`config.mk`:
```
export PLATFORM = sky130hd
export DESIGN_NAME = tmwb_top
export DESIGN_NICKNAME = d
export VERILOG_FILES = /design/src/core/tmwb_pkg.sv /design/src/core/tmwb_flag.sv /design/src/core/tmwb_outb.sv /design/src/core/tmwb_top.sv
export SDC_FILE = /design/constraint.sdc
export NUM_CORES = 1
export LEC_CHECK = 0
export BUFFER_PORTS_ARGS = -buffer_cell sky130_fd_sc_hd__buf_4
export CORE_ASPECT_RATIO = 1.2
export CORE_UTILIZATION = 40
export CTS_CLUSTER_DIAMETER = 150
export CTS_CLUSTER_SIZE = 16
export DETAILED_ROUTE_END_ITERATION = 8
export GPL_ROUTABILITY_DRIVEN = 1
export PLACE_DENSITY_LB_ADDON = 0.25
export SLEW_MARGIN = 25
export SYNTH_ARGS = -nofsm -noshare
export SYNTH_HDL_FRONTEND = slang
export SYNTH_SLANG_ARGS = --single-unit
```
`constraint.sdc`:
```
create_clock -name SYS_CLK_I -period 3.8 [get_ports SYS_CLK_I]
set_input_delay 0.57 -clock SYS_CLK_I [delete_from_list [all_inputs] [get_ports SYS_CLK_I]]
set_output_delay 0.57 -clock SYS_CLK_I [all_outputs]
set_load 0.02 [all_outputs]
```
`src/core/tmwb_pkg.sv`:
```
package tmwb_pkg;

	// Bus shape.
	localparam int unsigned TMWB_AW = 8;
	localparam int unsigned TMWB_DW = 32;

	// Register byte addresses.
	localparam logic [7:0] TMWB_ADDR_CTRL_A = 8'h00;
	localparam logic [7:0] TMWB_ADDR_CTRL_B = 8'h04;
	localparam logic [7:0] TMWB_ADDR_COUNT = 8'h08;
	localparam logic [7:0] TMWB_ADDR_CMP_A = 8'h0C;
	localparam logic [7:0] TMWB_ADDR_CMP_B = 8'h10;
	localparam logic [7:0] TMWB_ADDR_IRQ_STAT = 8'h14;
	localparam logic [7:0] TMWB_ADDR_IRQ_MASK = 8'h18;
	localparam logic [7:0] TMWB_ADDR_STATE = 8'h1C;

	// Field positions.
	localparam int unsigned TMWB_OUTB_LSB = 4;
	localparam int unsigned TMWB_OUTB_MSB = 5;
	localparam int unsigned TMWB_WM_LOW_LSB = 0;
	localparam int unsigned TMWB_WM_LOW_MSB = 1;
	localparam int unsigned TMWB_WM_HIGH_BIT = 3;
	localparam int unsigned TMWB_RUN_BIT = 0;
	localparam int unsigned TMWB_ST_PIN_BIT = 0;
	localparam int unsigned TMWB_ST_UP_BIT = 1;
	localparam int unsigned TMWB_ST_OVR_BIT = 2;

	// Interrupt bits.
	localparam int unsigned TMWB_IRQ_OVF = 0;
	localparam int unsigned TMWB_IRQ_CMPA = 1;
	localparam int unsigned TMWB_IRQ_CMPB = 2;
	localparam int unsigned TMWB_IRQ_W = 3;

	// Waveform modes.
	localparam logic [2:0] TMWB_WM_NORMAL = 3'h0;
	localparam logic [2:0] TMWB_WM_PC_FF = 3'h1;
	localparam logic [2:0] TMWB_WM_CLR_MATCH = 3'h2;
	localparam logic [2:0] TMWB_WM_FAST_FF = 3'h3;
	localparam logic [2:0] TMWB_WM_RSV4 = 3'h4;
	localparam logic [2:0] TMWB_WM_PC_A = 3'h5;
	localparam logic [2:0] TMWB_WM_RSV6 = 3'h6;
	localparam logic [2:0] TMWB_WM_FAST_A = 3'h7;

	// Output mode values.
	localparam logic [1:0] TMWB_OM_OFF = 2'h0;
	localparam logic [1:0] TMWB_OM_TOGGLE = 2'h1;
	localparam logic [1:0] TMWB_OM_CLEAR = 2'h2;
	localparam logic [1:0] TMWB_OM_SET = 2'h3;

	// Counter limits and reset values.
	localparam logic [7:0] TMWB_COUNT_MAX = 8'hFF;
	localparam logic [7:0] TMWB_COUNT_BOTTOM = 8'h00;
	localparam logic [7:0] TMWB_RST_BYTE = 8'h00;
	localparam logic [31:0] TMWB_RST_WORD = 32'h0000_0000;

endpackage

```
`src/core/tmwb_flag.sv`:
```
`timescale 1ns/1ps

module tmwb_flag #(
	parameter logic RESET_VAL = 1'b0
) (
	// Clock and reset.
	input wire logic clk_i,
	input wire logic rst_i,
	// Set and clear.
	input wire logic set_i,
	input wire logic clr_i,
	// Flag.
	output logic flag_o
);

	logic flag_d;

	// A set in the cycle of a clear wins.
	always_comb
	begin
		flag_d = set_i | (flag_o & ~clr_i);
	end

	always_ff @(posedge clk_i)
	begin
		if (rst_i)
			flag_o <= RESET_VAL;
		else
			flag_o <= flag_d;
	end

endmodule

```
`src/core/tmwb_outb.sv`:
```
`timescale 1ns/1ps

module tmwb_outb
	import tmwb_pkg::*;
(
	// Clock and reset.
	input wire logic clk_i,
	input wire logic rst_i,
	// Mode.
	input wire logic fast_i,
	input wire logic pc_i,
	input wire logic [1:0] out_b_mode_i,
	// Counter events.
	input wire logic match_i,
	input wire logic at_top_i,
	input wire logic up_i,
	input wire logic eq_top_i,
	// Pin.
	output logic level_o,
	output logic override_o
);

	logic level_d;
	logic override_d;
	logic pwm;
	logic rsv;
	logic hi;
	logic match_ok;

	always_comb
	begin
		pwm = fast_i | pc_i;
		hi = out_b_mode_i[1];
		rsv = pwm && (out_b_mode_i == TMWB_OM_TOGGLE);
		// In PWM a match at TOP is ignored when the upper bit is set.
		match_ok = match_i && !(pwm && eq_top_i && hi);
		override_d = (out_b_mode_i != TMWB_OM_OFF) && !rsv;
		level_d = level_o;
		if (!pwm)
		begin
			if (match_ok)
			begin
				case (out_b_mode_i)
					TMWB_OM_TOGGLE: level_d = ~level_o;
					TMWB_OM_CLEAR: level_d = 1'b0;
					TMWB_OM_SET: level_d = 1'b1;
					default: level_d = level_o;
				endcase
			end
		end
		else if (hi && fast_i)
		begin
			if (at_top_i)
				level_d = (out_b_mode_i == TMWB_OM_CLEAR);
			else if (match_ok)
				level_d = (out_b_mode_i == TMWB_OM_SET);
		end
		else if (hi)
		begin
			if (at_top_i && eq_top_i)
				level_d = (out_b_mode_i == TMWB_OM_CLEAR);
			else if (match_ok)
				level_d = up_i ^ (out_b_mode_i == TMWB_OM_CLEAR);
		end
	end

	always_ff @(posedge clk_i)
	begin
		if (rst_i)
		begin
			level_o <= 1'b0;
			override_o <= 1'b0;
		end
		else
		begin
			level_o <= level_d;
			override_o <= override_d;
		end
	end

endmodule

```
`src/core/tmwb_top.sv`:
```
`timescale 1ns/1ps

module tmwb_top
	import tmwb_pkg::*;
(
	// Clock and reset.
	input wire logic SYS_CLK_I,
	input wire logic SYS_RST_I,
	// Avalon-MM slave.
	input wire logic [TMWB_AW-1:0] AVS_ADDRESS_I,
	input wire logic AVS_READ_I,
	input wire logic AVS_WRITE_I,
	input wire logic [TMWB_DW-1:0] AVS_WRITEDATA_I,
	input wire logic [3:0] AVS_BYTEENABLE_I,
	output logic [TMWB_DW-1:0] AVS_READDATA_O,
	output logic AVS_WAITREQUEST_O,
	// Compare output B pin.
	output logic OUT_B_PIN_O,
	output logic OUT_B_OVERRIDE_O,
	// Interrupt.
	output logic IRQ_O
);

	// Bus state.
	logic wait_d;
	logic [TMWB_DW-1:0] rdata_d;
	logic wr;
	logic [7:0] wbyte;

	// Configuration state.
	logic [1:0] out_b_mode_q;
	logic [1:0] out_b_mode_d;
	logic [1:0] wave_mode_low_q;
	logic [1:0] wave_mode_low_d;
	logic wave_mode_high_q;
	logic wave_mode_high_d;
	logic run_q;
	logic run_d;
	logic [TMWB_IRQ_W-1:0] mask_q;
	logic [TMWB_IRQ_W-1:0] mask_d;
	logic [7:0] cmp_a_buf_q;
	logic [7:0] cmp_a_buf_d;
	logic [7:0] cmp_b_buf_q;
	logic [7:0] cmp_b_buf_d;

	// Counter state.
	logic [7:0] count_q;
	logic [7:0] count_d;
	logic up_q;
	logic up_d;
	logic block_q;
	logic block_d;
	logic [7:0] cmp_a_q;
	logic [7:0] cmp_a_d;
	logic [7:0] cmp_b_q;
	logic [7:0] cmp_b_d;
	logic irq_d;

	// Decoded mode and events.
	logic [2:0] wave_mode_sel;
	logic is_fast;
	logic is_pc;
	logic immediate;
	logic running;
	logic [7:0] top;
	logic at_top;
	logic ovf;
	logic match_a;
	logic match_b;
	logic [TMWB_IRQ_W-1:0] irq_set;
	logic [TMWB_IRQ_W-1:0] irq_clr;
	logic [TMWB_IRQ_W-1:0] status;

	// Bus slave: one wait cycle, then the access completes.
	always_comb
	begin
		wr = AVS_WRITE_I && !AVS_WAITREQUEST_O && AVS_BYTEENABLE_I[0];
		wbyte = AVS_WRITEDATA_I[7:0];
		wait_d = !((AVS_READ_I || AVS_WRITE_I) && AVS_WAITREQUEST_O);
		rdata_d = AVS_READDATA_O;
		if (AVS_READ_I && AVS_WAITREQUEST_O)
		begin
			case (AVS_ADDRESS_I)
				TMWB_ADDR_CTRL_A: rdata_d = {26'h000_0000, out_b_mode_q, 2'h0, wave_mode_low_q};
				TMWB_ADDR_CTRL_B: rdata_d = {28'h000_0000, wave_mode_high_q, 2'h0, run_q};
				TMWB_ADDR_COUNT: rdata_d = {24'h00_0000, count_q};
				TMWB_ADDR_CMP_A: rdata_d = {24'h00_0000, cmp_a_buf_q};
				TMWB_ADDR_CMP_B: rdata_d = {24'h00_0000, cmp_b_buf_q};
				TMWB_ADDR_IRQ_STAT: rdata_d = {29'h0000_0000, status};
				TMWB_ADDR_IRQ_MASK: rdata_d = {29'h0000_0000, mask_q};
				TMWB_ADDR_STATE: rdata_d = {29'h0000_0000, OUT_B_OVERRIDE_O, up_q, OUT_B_PIN_O};
				default: rdata_d = TMWB_RST_WORD;
			endcase
		end
	end

	always_ff @(posedge SYS_CLK_I)
	begin
		if (SYS_RST_I)
		begin
			AVS_WAITREQUEST_O <= 1'b1;
			AVS_READDATA_O <= TMWB_RST_WORD;
		end
		else
		begin
			AVS_WAITREQUEST_O <= wait_d;
			AVS_READDATA_O <= rdata_d;
		end
	end

	// Configuration registers.
	always_comb
	begin
		out_b_mode_d = out_b_mode_q;
		wave_mode_low_d = wave_mode_low_q;
		wave_mode_high_d = wave_mode_high_q;
		run_d = run_q;
		mask_d = mask_q;
		cmp_a_buf_d = cmp_a_buf_q;
		cmp_b_buf_d = cmp_b_buf_q;
		if (wr)
		begin
			case (AVS_ADDRESS_I)
				TMWB_ADDR_CTRL_A:
				begin
					out_b_mode_d = wbyte[TMWB_OUTB_MSB:TMWB_OUTB_LSB];
					wave_mode_low_d = wbyte[TMWB_WM_LOW_MSB:TMWB_WM_LOW_LSB];
				end
				TMWB_ADDR_CTRL_B:
				begin
					wave_mode_high_d = wbyte[TMWB_WM_HIGH_BIT];
					run_d = wbyte[TMWB_RUN_BIT];
				end
				TMWB_ADDR_CMP_A: cmp_a_buf_d = wbyte;
				TMWB_ADDR_CMP_B: cmp_b_buf_d = wbyte;
				TMWB_ADDR_IRQ_MASK: mask_d = wbyte[TMWB_IRQ_W-1:0];
				default: mask_d = mask_q;
			endcase
		end
	end

	always_ff @(posedge SYS_CLK_I)
	begin
		if (SYS_RST_I)
		begin
			out_b_mode_q <= TMWB_OM_OFF;
			wave_mode_low_q <= 2'h0;
			wave_mode_high_q <= 1'b0;
			run_q <= 1'b0;
			mask_q <= 3'h0;
			cmp_a_buf_q <= TMWB_RST_BYTE;
			cmp_b_buf_q <= TMWB_RST_BYTE;
		end
		else
		begin
			out_b_mode_q <= out_b_mode_d;
			wave_mode_low_q <= wave_mode_low_d;
			wave_mode_high_q <= wave_mode_high_d;
			run_q <= run_d;
			mask_q <= mask_d;
			cmp_a_buf_q <= cmp_a_buf_d;
			cmp_b_buf_q <= cmp_b_buf_d;
		end
	end

	// Mode decode.
	always_comb
	begin
		wave_mode_sel = {wave_mode_high_q, wave_mode_low_q};
		is_fast = (wave_mode_sel == TMWB_WM_FAST_FF) || (wave_mode_sel == TMWB_WM_FAST_A);
		is_pc = (wave_mode_sel == TMWB_WM_PC_FF) || (wave_mode_sel == TMWB_WM_PC_A);
		immediate = (wave_mode_sel == TMWB_WM_NORMAL) || (wave_mode_sel == TMWB_WM_CLR_MATCH);
		running = run_q && (wave_mode_sel != TMWB_WM_RSV4) && (wave_mode_sel != TMWB_WM_RSV6);
		case (wave_mode_sel)
			TMWB_WM_CLR_MATCH, TMWB_WM_PC_A, TMWB_WM_FAST_A: top = cmp_a_q;
			default: top = TMWB_COUNT_MAX;
		endcase
		at_top = running && (count_q == top);
		if (is_pc)
			ovf = running && !up_q && (count_q == TMWB_COUNT_BOTTOM);
		else if (wave_mode_sel == TMWB_WM_FAST_A)
			ovf = at_top;
		else
			ovf = running && (count_q == TMWB_COUNT_MAX);
		match_a = running && !block_q && (count_q == cmp_a_q);
		match_b = running && !block_q && (count_q == cmp_b_q);
	end

	// Counter, direction and compare update.
	always_comb
	begin
		count_d = count_q;
		up_d = is_pc ? up_q : 1'b1;
		block_d = running ? 1'b0 : block_q;
		cmp_a_d = (immediate || at_top) ? cmp_a_buf_q : cmp_a_q;
		cmp_b_d = (immediate || at_top) ? cmp_b_buf_q : cmp_b_q;
		if (wr && (AVS_ADDRESS_I == TMWB_ADDR_COUNT))
		begin
			count_d = wbyte;
			block_d = 1'b1;
		end
		else if (running && is_pc)
		begin
			if (up_q && at_top)
			begin
				up_d = 1'b0;
				if (top != TMWB_COUNT_BOTTOM)
					count_d = count_q - 8'h01;
			end
			else if (up_q)
				count_d = count_q + 8'h01;
			else if (count_q == TMWB_COUNT_BOTTOM)
			begin
				up_d = 1'b1;
				count_d = count_q + 8'h01;
			end
			else
				count_d = count_q - 8'h01;
		end
		else if (running)
			count_d = at_top ? TMWB_COUNT_BOTTOM : count_q + 8'h01;
		irq_d = |(status & mask_q);
	end

	always_ff @(posedge SYS_CLK_I)
	begin
		if (SYS_RST_I)
		begin
			count_q <= TMWB_COUNT_BOTTOM;
			up_q <= 1'b1;
			block_q <= 1'b0;
			cmp_a_q <= TMWB_RST_BYTE;
			cmp_b_q <= TMWB_RST_BYTE;
			IRQ_O <= 1'b0;
		end
		else
		begin
			count_q <= count_d;
			up_q <= up_d;
			block_q <= block_d;
			cmp_a_q <= cmp_a_d;
			cmp_b_q <= cmp_b_d;
			IRQ_O <= irq_d;
		end
	end

	// Sticky event flags, cleared by writing one.
	always_comb
	begin
		irq_set = '0;
		irq_set[TMWB_IRQ_OVF] = ovf;
		irq_set[TMWB_IRQ_CMPA] = match_a;
		irq_set[TMWB_IRQ_CMPB] = match_b;
		irq_clr = (wr && (AVS_ADDRESS_I == TMWB_ADDR_IRQ_STAT)) ? wbyte[TMWB_IRQ_W-1:0] : '0;
	end

	genvar gi;
	generate
		for (gi = 0; gi < TMWB_IRQ_W; gi++)
		begin : g_flag
			tmwb_flag #(
				.RESET_VAL(1'b0)
			) u_flag (
				.clk_i(SYS_CLK_I),
				.rst_i(SYS_RST_I),
				.set_i(irq_set[gi]),
				.clr_i(irq_clr[gi]),
				.flag_o(status[gi])
			);
		end
	endgenerate

	// Channel B waveform unit.
	tmwb_outb u_outb (
		.clk_i(SYS_CLK_I),
		.rst_i(SYS_RST_I),
		.fast_i(is_fast),
		.pc_i(is_pc),
		.out_b_mode_i(out_b_mode_q),
		.match_i(match_b),
		.at_top_i(at_top),
		.up_i(up_q || (count_q == TMWB_COUNT_BOTTOM)),
		.eq_top_i(cmp_b_q == top),
		.level_o(OUT_B_PIN_O),
		.override_o(OUT_B_OVERRIDE_O)
	);

endmodule

```
Word level (Yosys, flattened, before mapping)

Index checks and enable logic that the tools add are counted.

Flip-flop bits (word level): 90
Input bits: 48
Logic and storage cells: 145

Add/subtract/negate cells: 2
Equality and inequality tests: 25
Muxes and demuxes: 30
Bitwise gates (word level): 13
Reduce and logical (&&, ||, !) cells: 55

Operator list:

| operator                                                            | count |
|---|---|
| 8-bit 2-to-1 mux                                                    | 9 |
| 8-bit case mux with 8 select lines                                  | 1 |
| 8-bit by 5-bit == test with 1-bit output (second input constant)    | 4 |
| 8-bit == test                                                       | 4 |
| 1-bit logical AND                                                   | 24 |
| 1-bit 2-to-1 mux                                                    | 18 |
| 8-bit by 4-bit == test with 1-bit output (second input constant)    | 2 |
| 8-bit logical NOT                                                   | 2 |
| 2-bit AND reduction                                                 | 6 |
| 3-bit != test (second input constant)                               | 3 |
| 8-bit by 1-bit adder with 8-bit output (second input constant)      | 1 |
| 8-bit by 3-bit == test with 1-bit output (second input constant)    | 1 |
| 8-bit == test (second input constant)                               | 1 |
| 8-bit nonzero test                                                  | 1 |
| 8-bit by 1-bit subtractor with 8-bit output (second input constant) | 1 |
| 3-bit by 2-bit == test with 1-bit output (second input constant)    | 2 |
| 3-bit == test (second input constant)                               | 2 |
| 1-bit logical NOT                                                   | 6 |
| 1-bit logical OR                                                    | 6 |
| 2-bit nonzero test                                                  | 3 |
| 3-bit nonzero test                                                  | 2 |
| 3-bit OR reduction                                                  | 2 |
| 5-bit AND reduction                                                 | 1 |
| 2-bit == test (second input constant)                               | 2 |
| other kinds (13)                                                    | 21 |

Longest topological paths before layout

Depth in word-level cells: 13
Mapped depth: 11
Depth with buffers taken out: 9

Cells and area by module

From an unflattened synthesis, not the netlist that was laid out.

Cell total of the unflattened synthesis: 545
Area total of the unflattened synthesis: 4386.7 um^2

Modules (own cells, without submodules):

| module    | times used | cells each | area each (um^2) | seq. area each (um^2) |
|---|---|---|---|---|
| tmwb_top  | 1          | 508        | 4071.4           | 1221.2 |
| tmwb_outb | 1          | 25         | 198.9            | 40.0 |
| tmwb_flag | 3          | 4          | 38.8             | 20.0 |

Least setup slack after synthesis

No wires, ideal clock.

Path kind: register to register
Start: register wave_mode_low_q[1]
End: register u_outb.level_o
Setup time: 0.128 ns
Data arrival time: 2.564 ns
Required time: 3.672 ns
Slack: 1.108 ns
Cell stages (with the launch flop): 11
Period minus slack after synthesis: 2.692 ns
Cell sequence: dfxtp_1 or3b_1 buf_6 and2_4 buf_6 o32ai_1 nand4b_4 nor3_4 mux2_1 nor4_1 o41ai_2

Cells in the longest elaborated chain, start to end: 10
Elaborated cells between the ends (all ways): 36

RTL lines:

| what                                                                       | line                             | RTL |
|---|---|---|
| start: declaration                                                         | tmwb_top.sv:33                   | `logic [1:0] wave_mode_low_q;` |
| start signal: assignment                                                   | tmwb_top.sv:157                  | `wave_mode_low_q <= wave_mode_low_d;` |
| 3-bit == test (tied with other cells)                                      | tmwb_top.sv:170, tmwb_top.sv:174 |  |
| 3-bit OR reduction                                                         | tmwb_top.sv:174                  | `case (wave_mode_sel)` |
| 8-bit 2-to-1 mux                                                           | tmwb_top.sv:174                  |  |
| 8-bit == test (on tied branches)                                           | tmwb_top.sv:283, tmwb_top.sv:178 |  |
| 1-bit logical AND (on tied branches)                                       | tmwb_outb.sv:36, tmwb_top.sv:178 |  |
| 1-bit logical AND (on tied branches)                                       | tmwb_outb.sv:36, tmwb_outb.sv:60 |  |
| 1-bit logical NOT / 1-bit 2-to-1 mux (equally long branches)               | tmwb_outb.sv:36, tmwb_outb.sv:60 |  |
| 1-bit logical AND / 1-bit 2-to-1 mux (equally long branches)               | tmwb_outb.sv:36, tmwb_outb.sv:58 |  |
| 3-bit by 2-bit != test with 1-bit output (no line) (tied with other cells) | -                                |  |
| 5-bit AND reduction (no line) / 1-bit 2-to-1 mux (equally long branches)   | -                                |  |
| end signal: assignment                                                     | tmwb_outb.sv:76                  | `level_o <= level_d;` |
| end: declaration                                                           | tmwb_outb.sv:19                  | `output logic level_o,` |

Parallel ways exist; a longest one is shown, timed or not. The select of a mux whose other input is x is not followed.
A chain may end at the register's enable or synchronous reset.

Worst setup path in the final report

Start: register wave_mode_low_q[0]
End: register u_outb.level_o

The elaborated chain is that of the path after synthesis.

==> results.md <==
* Clock Latency Late Sink at between 0.3 and 0.4 ns
* Vias at 4076
* Fmax at 307 MHz
* Post-cts sizing count at 0
* CTS tree: done
* Clk slew on worst S/H paths at approximately 0.05 ns
* Pwr Total at 1.76 mW
* Die Wd at around 100 um
* Vias per std cell at 5.81
* DRC violation count after routing at 3
* Hold Vio Cnt, Final at 0
* Violated checks: design-rule violations
* Max-Cap Viols at 0
* Routability-driven placement congestion ratio at about 0.96
* Psw at 0.400 mW
* Core area at 10600 um2
* Remaining antenna violation count after routing at 0
* Rows at about 40
* Req. time, crit path at 4.00 ns
* Root buf cell: clkbuf_16
* Startpoint types: flip-flop
* IO Pins at 84
* Reg2reg path depth at 8
* Final worst clock skew at 0.00492 ns
* All-layer global routing usage at 22.7%
* CTS buffer count at 9
* CTS Sinks at 66
* Area Growth Syn to Fin at 11.3%
* Layout fillers at 1028
* Mapped Cells at 557
* WL per Instance at 18.3 um
* Number of setup buffers added after CTS at 0
* Flops & latches, synth at 66
* Max-slew headroom at 53.2%
* EDFF count, synth at 0
* FF-to-FF setup slack at 0.54 ns
* First-pass GRT wire length at 19800 um
* Synth Flop Type: dfxtp_1
* Outcome: finished, violations left
* Hold_buf cts at 0
* Hold Path Class: input pin to flip-flop
* Die ar. at 11500 um2
* Mapped Area at about 4400 um2
* Yosys warning count at 0
* Total Wirelength at 12800 um
* Layout cell share with drive strength beyond 1 at 12.8%
* Tmin final at 3.26 ns
* Critical R2R Capture: u_outb.level_o
* Switching share of power at 22.8%
* Worst hold path depth at 2
* Final worst slack at 0.539 ns
* P_int at roughly 1.4 mW
* Worst Path Arrival at between 3 and 4 ns
* DP HPWL at 9230 um
* Antenna diodes at 0
* Critical setup path kind: flip-flop to flip-flop
* Initial antenna violation count at 0
* Layout Utilization at between 40% and 50%
* Pin count of the biggest net entering global routing at 62
* Port Buffer Count at 32
* Critical R2R Launch: wave_mode_low_q[0]
* CP endpoint kind: flip-flop
* Final setup violation count at 0
* Initial Util at 41.6%
* DR iter-0 viols at 349
* CTS max path bufs at 2
* Worst hold endpoint: AVS_WAITREQUEST_O
* Fin. max-slew vios at 0
* Vias in the first global route at 3693
* Layout net count at 618
* Mapped Avg Cell Area at 7.93 um2
* Async SR Flop Fraction at 0%
* Maximum VDD drop at 0.000271 V
* Hold Path Origin: AVS_READ_I
* Total grt overflow at 0
* Setup TNS at 0 ns
* Post-route clock period utilization at a little under nine tenths
* Clock network power share at 53.9%
* Pre-antenna DRT Iters at 9
* Sequential power share at between 30% and 40%
* CP Max Fanout at 11
* Seq/Total Area, Yosys at 29.9%
* Worst-Margin Slew at 0.699 ns
* Setup WS pre-CTS at 0.615 ns
* Max H-tree Level at 3
* Leak Pwr at about 1.8 nW
* RSZ-0062 raised after global routing: false
* Logic gate share of total power at 6.2%
* PD cells at 357 nW/um2
* Die H at 117 um
* Synth unique cells at 75
==> area by class of cell <==
cell class                 instances  area [um2]  area share (%)
multi-input combinational        439        2760            56.2
sequential                        66        1320            26.9
timing repair buffer              38         285            5.80
clock buffer                      12         267            5.42
tap                              129         161            3.28
clock inverter                     4        72.6            1.48
inverter                          13        48.8           0.992
==> through the flow <==
step | cell area, um2 | hold slack (ns) | cells
floorplan | 4510 | 0.449 | 580
global placement | 4570 | 0.431 | 685
detailed placement | 4580 | 0.447 | 685
CTS | 4920 | 0.448 | 701
global route | 4920 | 0.469 | 701
finish | 4920 | 0.460 | 701
==> layer usage <==
layer | GRT usage, % | wire length, um | vias to the layer above
met5 | 0 | 0 | -
met4 | 14.5 | 474 | 0
met3 | 4.10 | 714 | 34
met2 | 37.7 | 6100 | 167
met1 | 27.4 | 5530 | 1910
li1 | - | - | 1965
==> registers in the layout, indices dropped and copies added, names as in the netlist, 2 cells and up <==
name,cells
count_q,8
cmp_b_buf_q,8
cmp_a_buf_q,8
AVS_READDATA_O,8
mask_q,3
g_flag.u_flag.flag_o,3
wave_mode_low_q,2
cmp_b_q,8
cmp_a_q,8
out_b_mode_q,2
==> synth_stat cells (all sizes together) (2+ instances only) <==
library cell / count / area share [%]
a2111oi: 3 / 0.88
a211oi: 6 / 1.3
a21oi: 28 / 3.3
a221oi: 6 / 1.2
a22oi: 8 / 1.4
a311oi: 2 / 0.54
a31oi: 5 / 0.71
a32oi: 3 / 0.59
and2: 3 / 0.48
and3: 2 / 0.28
buf: 40 / 6.7
clkbuf: 22 / 2.0
dfxtp: 66 / 30
ha: 3 / 0.85
inv: 12 / 1.0
mux2: 2 / 0.51
mux2i: 45 / 10
nand2: 56 / 4.8
nand3: 21 / 2.4
nand3b: 2 / 0.34
nand4: 7 / 0.99
nor2: 85 / 7.6
nor3: 19 / 2.6
nor3b: 3 / 0.51
nor4: 6 / 0.99
nor4bb: 5 / 1.1
o211ai: 4 / 0.68
o21ai: 22 / 2.5
o22ai: 7 / 0.99
o31ai: 4 / 0.68
or2: 4 / 0.57
or3: 3 / 0.42
or4: 2 / 0.34
xnor2: 21 / 4.2
xor2: 6 / 1.2
==> power groups by stage <==
stage	Sequential, mW	Clock [mW]	Combinational, mW
floorplan	0.722	0	0.0783
global placement	0.716	0	0.108
detailed placement	0.716	0	0.108
CTS	0.701	0.954	0.108
global route	0.701	0.983	0.117
finish	0.701	0.945	0.109
==> worst max-delay path, cell delays in order, from the launching register on <==
cell      delay, ns
dfxtp_1        0.55
or3b_1         0.47
a22oi_1        0.17
o32ai_1        0.47
nand4b_4       0.27
nor3_4         0.25
mux2_1         0.33
nor4_1         0.47
o41ai_2        0.14
==> cell usage in the layout, fill, tap and decap left out, types with 4 or more instances in the layout <==
| cell type | synthesis | final |
|---|---|---|
| nand4_1 | 7 | 7 |
| a21oi_1 | 27 | 27 |
| nor3_1 | 16 | 16 |
| nor2_1 | 84 | 84 |
| nor4bb_1 | 5 | 5 |
| nand2_1 | 56 | 56 |
| o21ai_0 | 20 | 20 |
| a31oi_1 | 5 | 5 |
| xor2_1 | 6 | 6 |
| a22oi_1 | 8 | 8 |
| mux2i_1 | 45 | 45 |
| a211oi_1 | 5 | 5 |
| conb_1 | 1 | 24 |
| o22ai_1 | 7 | 7 |
| dfxtp_1 | 66 | 66 |
| nand3_1 | 21 | 21 |
| xnor2_1 | 21 | 21 |
| a221oi_1 | 6 | 6 |
| buf_4 | 30 | 38 |
| nor4_1 | 5 | 5 |
| inv_1 | 12 | 12 |
| o31ai_1 | 4 | 4 |
| o211ai_1 | 4 | 4 |
| clkbuf_16 | 0 | 9 |
==> worst max path at each step <==
| stage | startpoint | end | slack (ns) | cells past startpoint |
|---|---|---|---|---|
| CTS | wave_mode_low_q[0] | u_outb.level_o | 0.60 | 8 |
| finish | wave_mode_low_q[0] | u_outb.level_o | 0.54 | 8 |
| floorplan | wave_mode_low_q[1] | u_outb.level_o | 1.11 | 10 |
| global route | wave_mode_low_q[0] | count_q[2] | 0.30 | 8 |
| global placement | wave_mode_high_q | cmp_a_q[5] | 0.60 | 8 |
| detailed placement | wave_mode_low_q[0] | u_outb.level_o | 0.62 | 8 |
==> cells by family after synthesis <==
group	share of synthesized area, %
AO/OA/AOI/OAI	17.8
XOR/XNOR	5.35
adder cells (fa/ha/maj)	0.849
buffers and inverters	9.74
flip-flops	29.9
multiplexers	11.2
other	0.0849
AND/OR/NAND/NOR	25.1
Note: power is estimated with default switching activity, not from simulation.
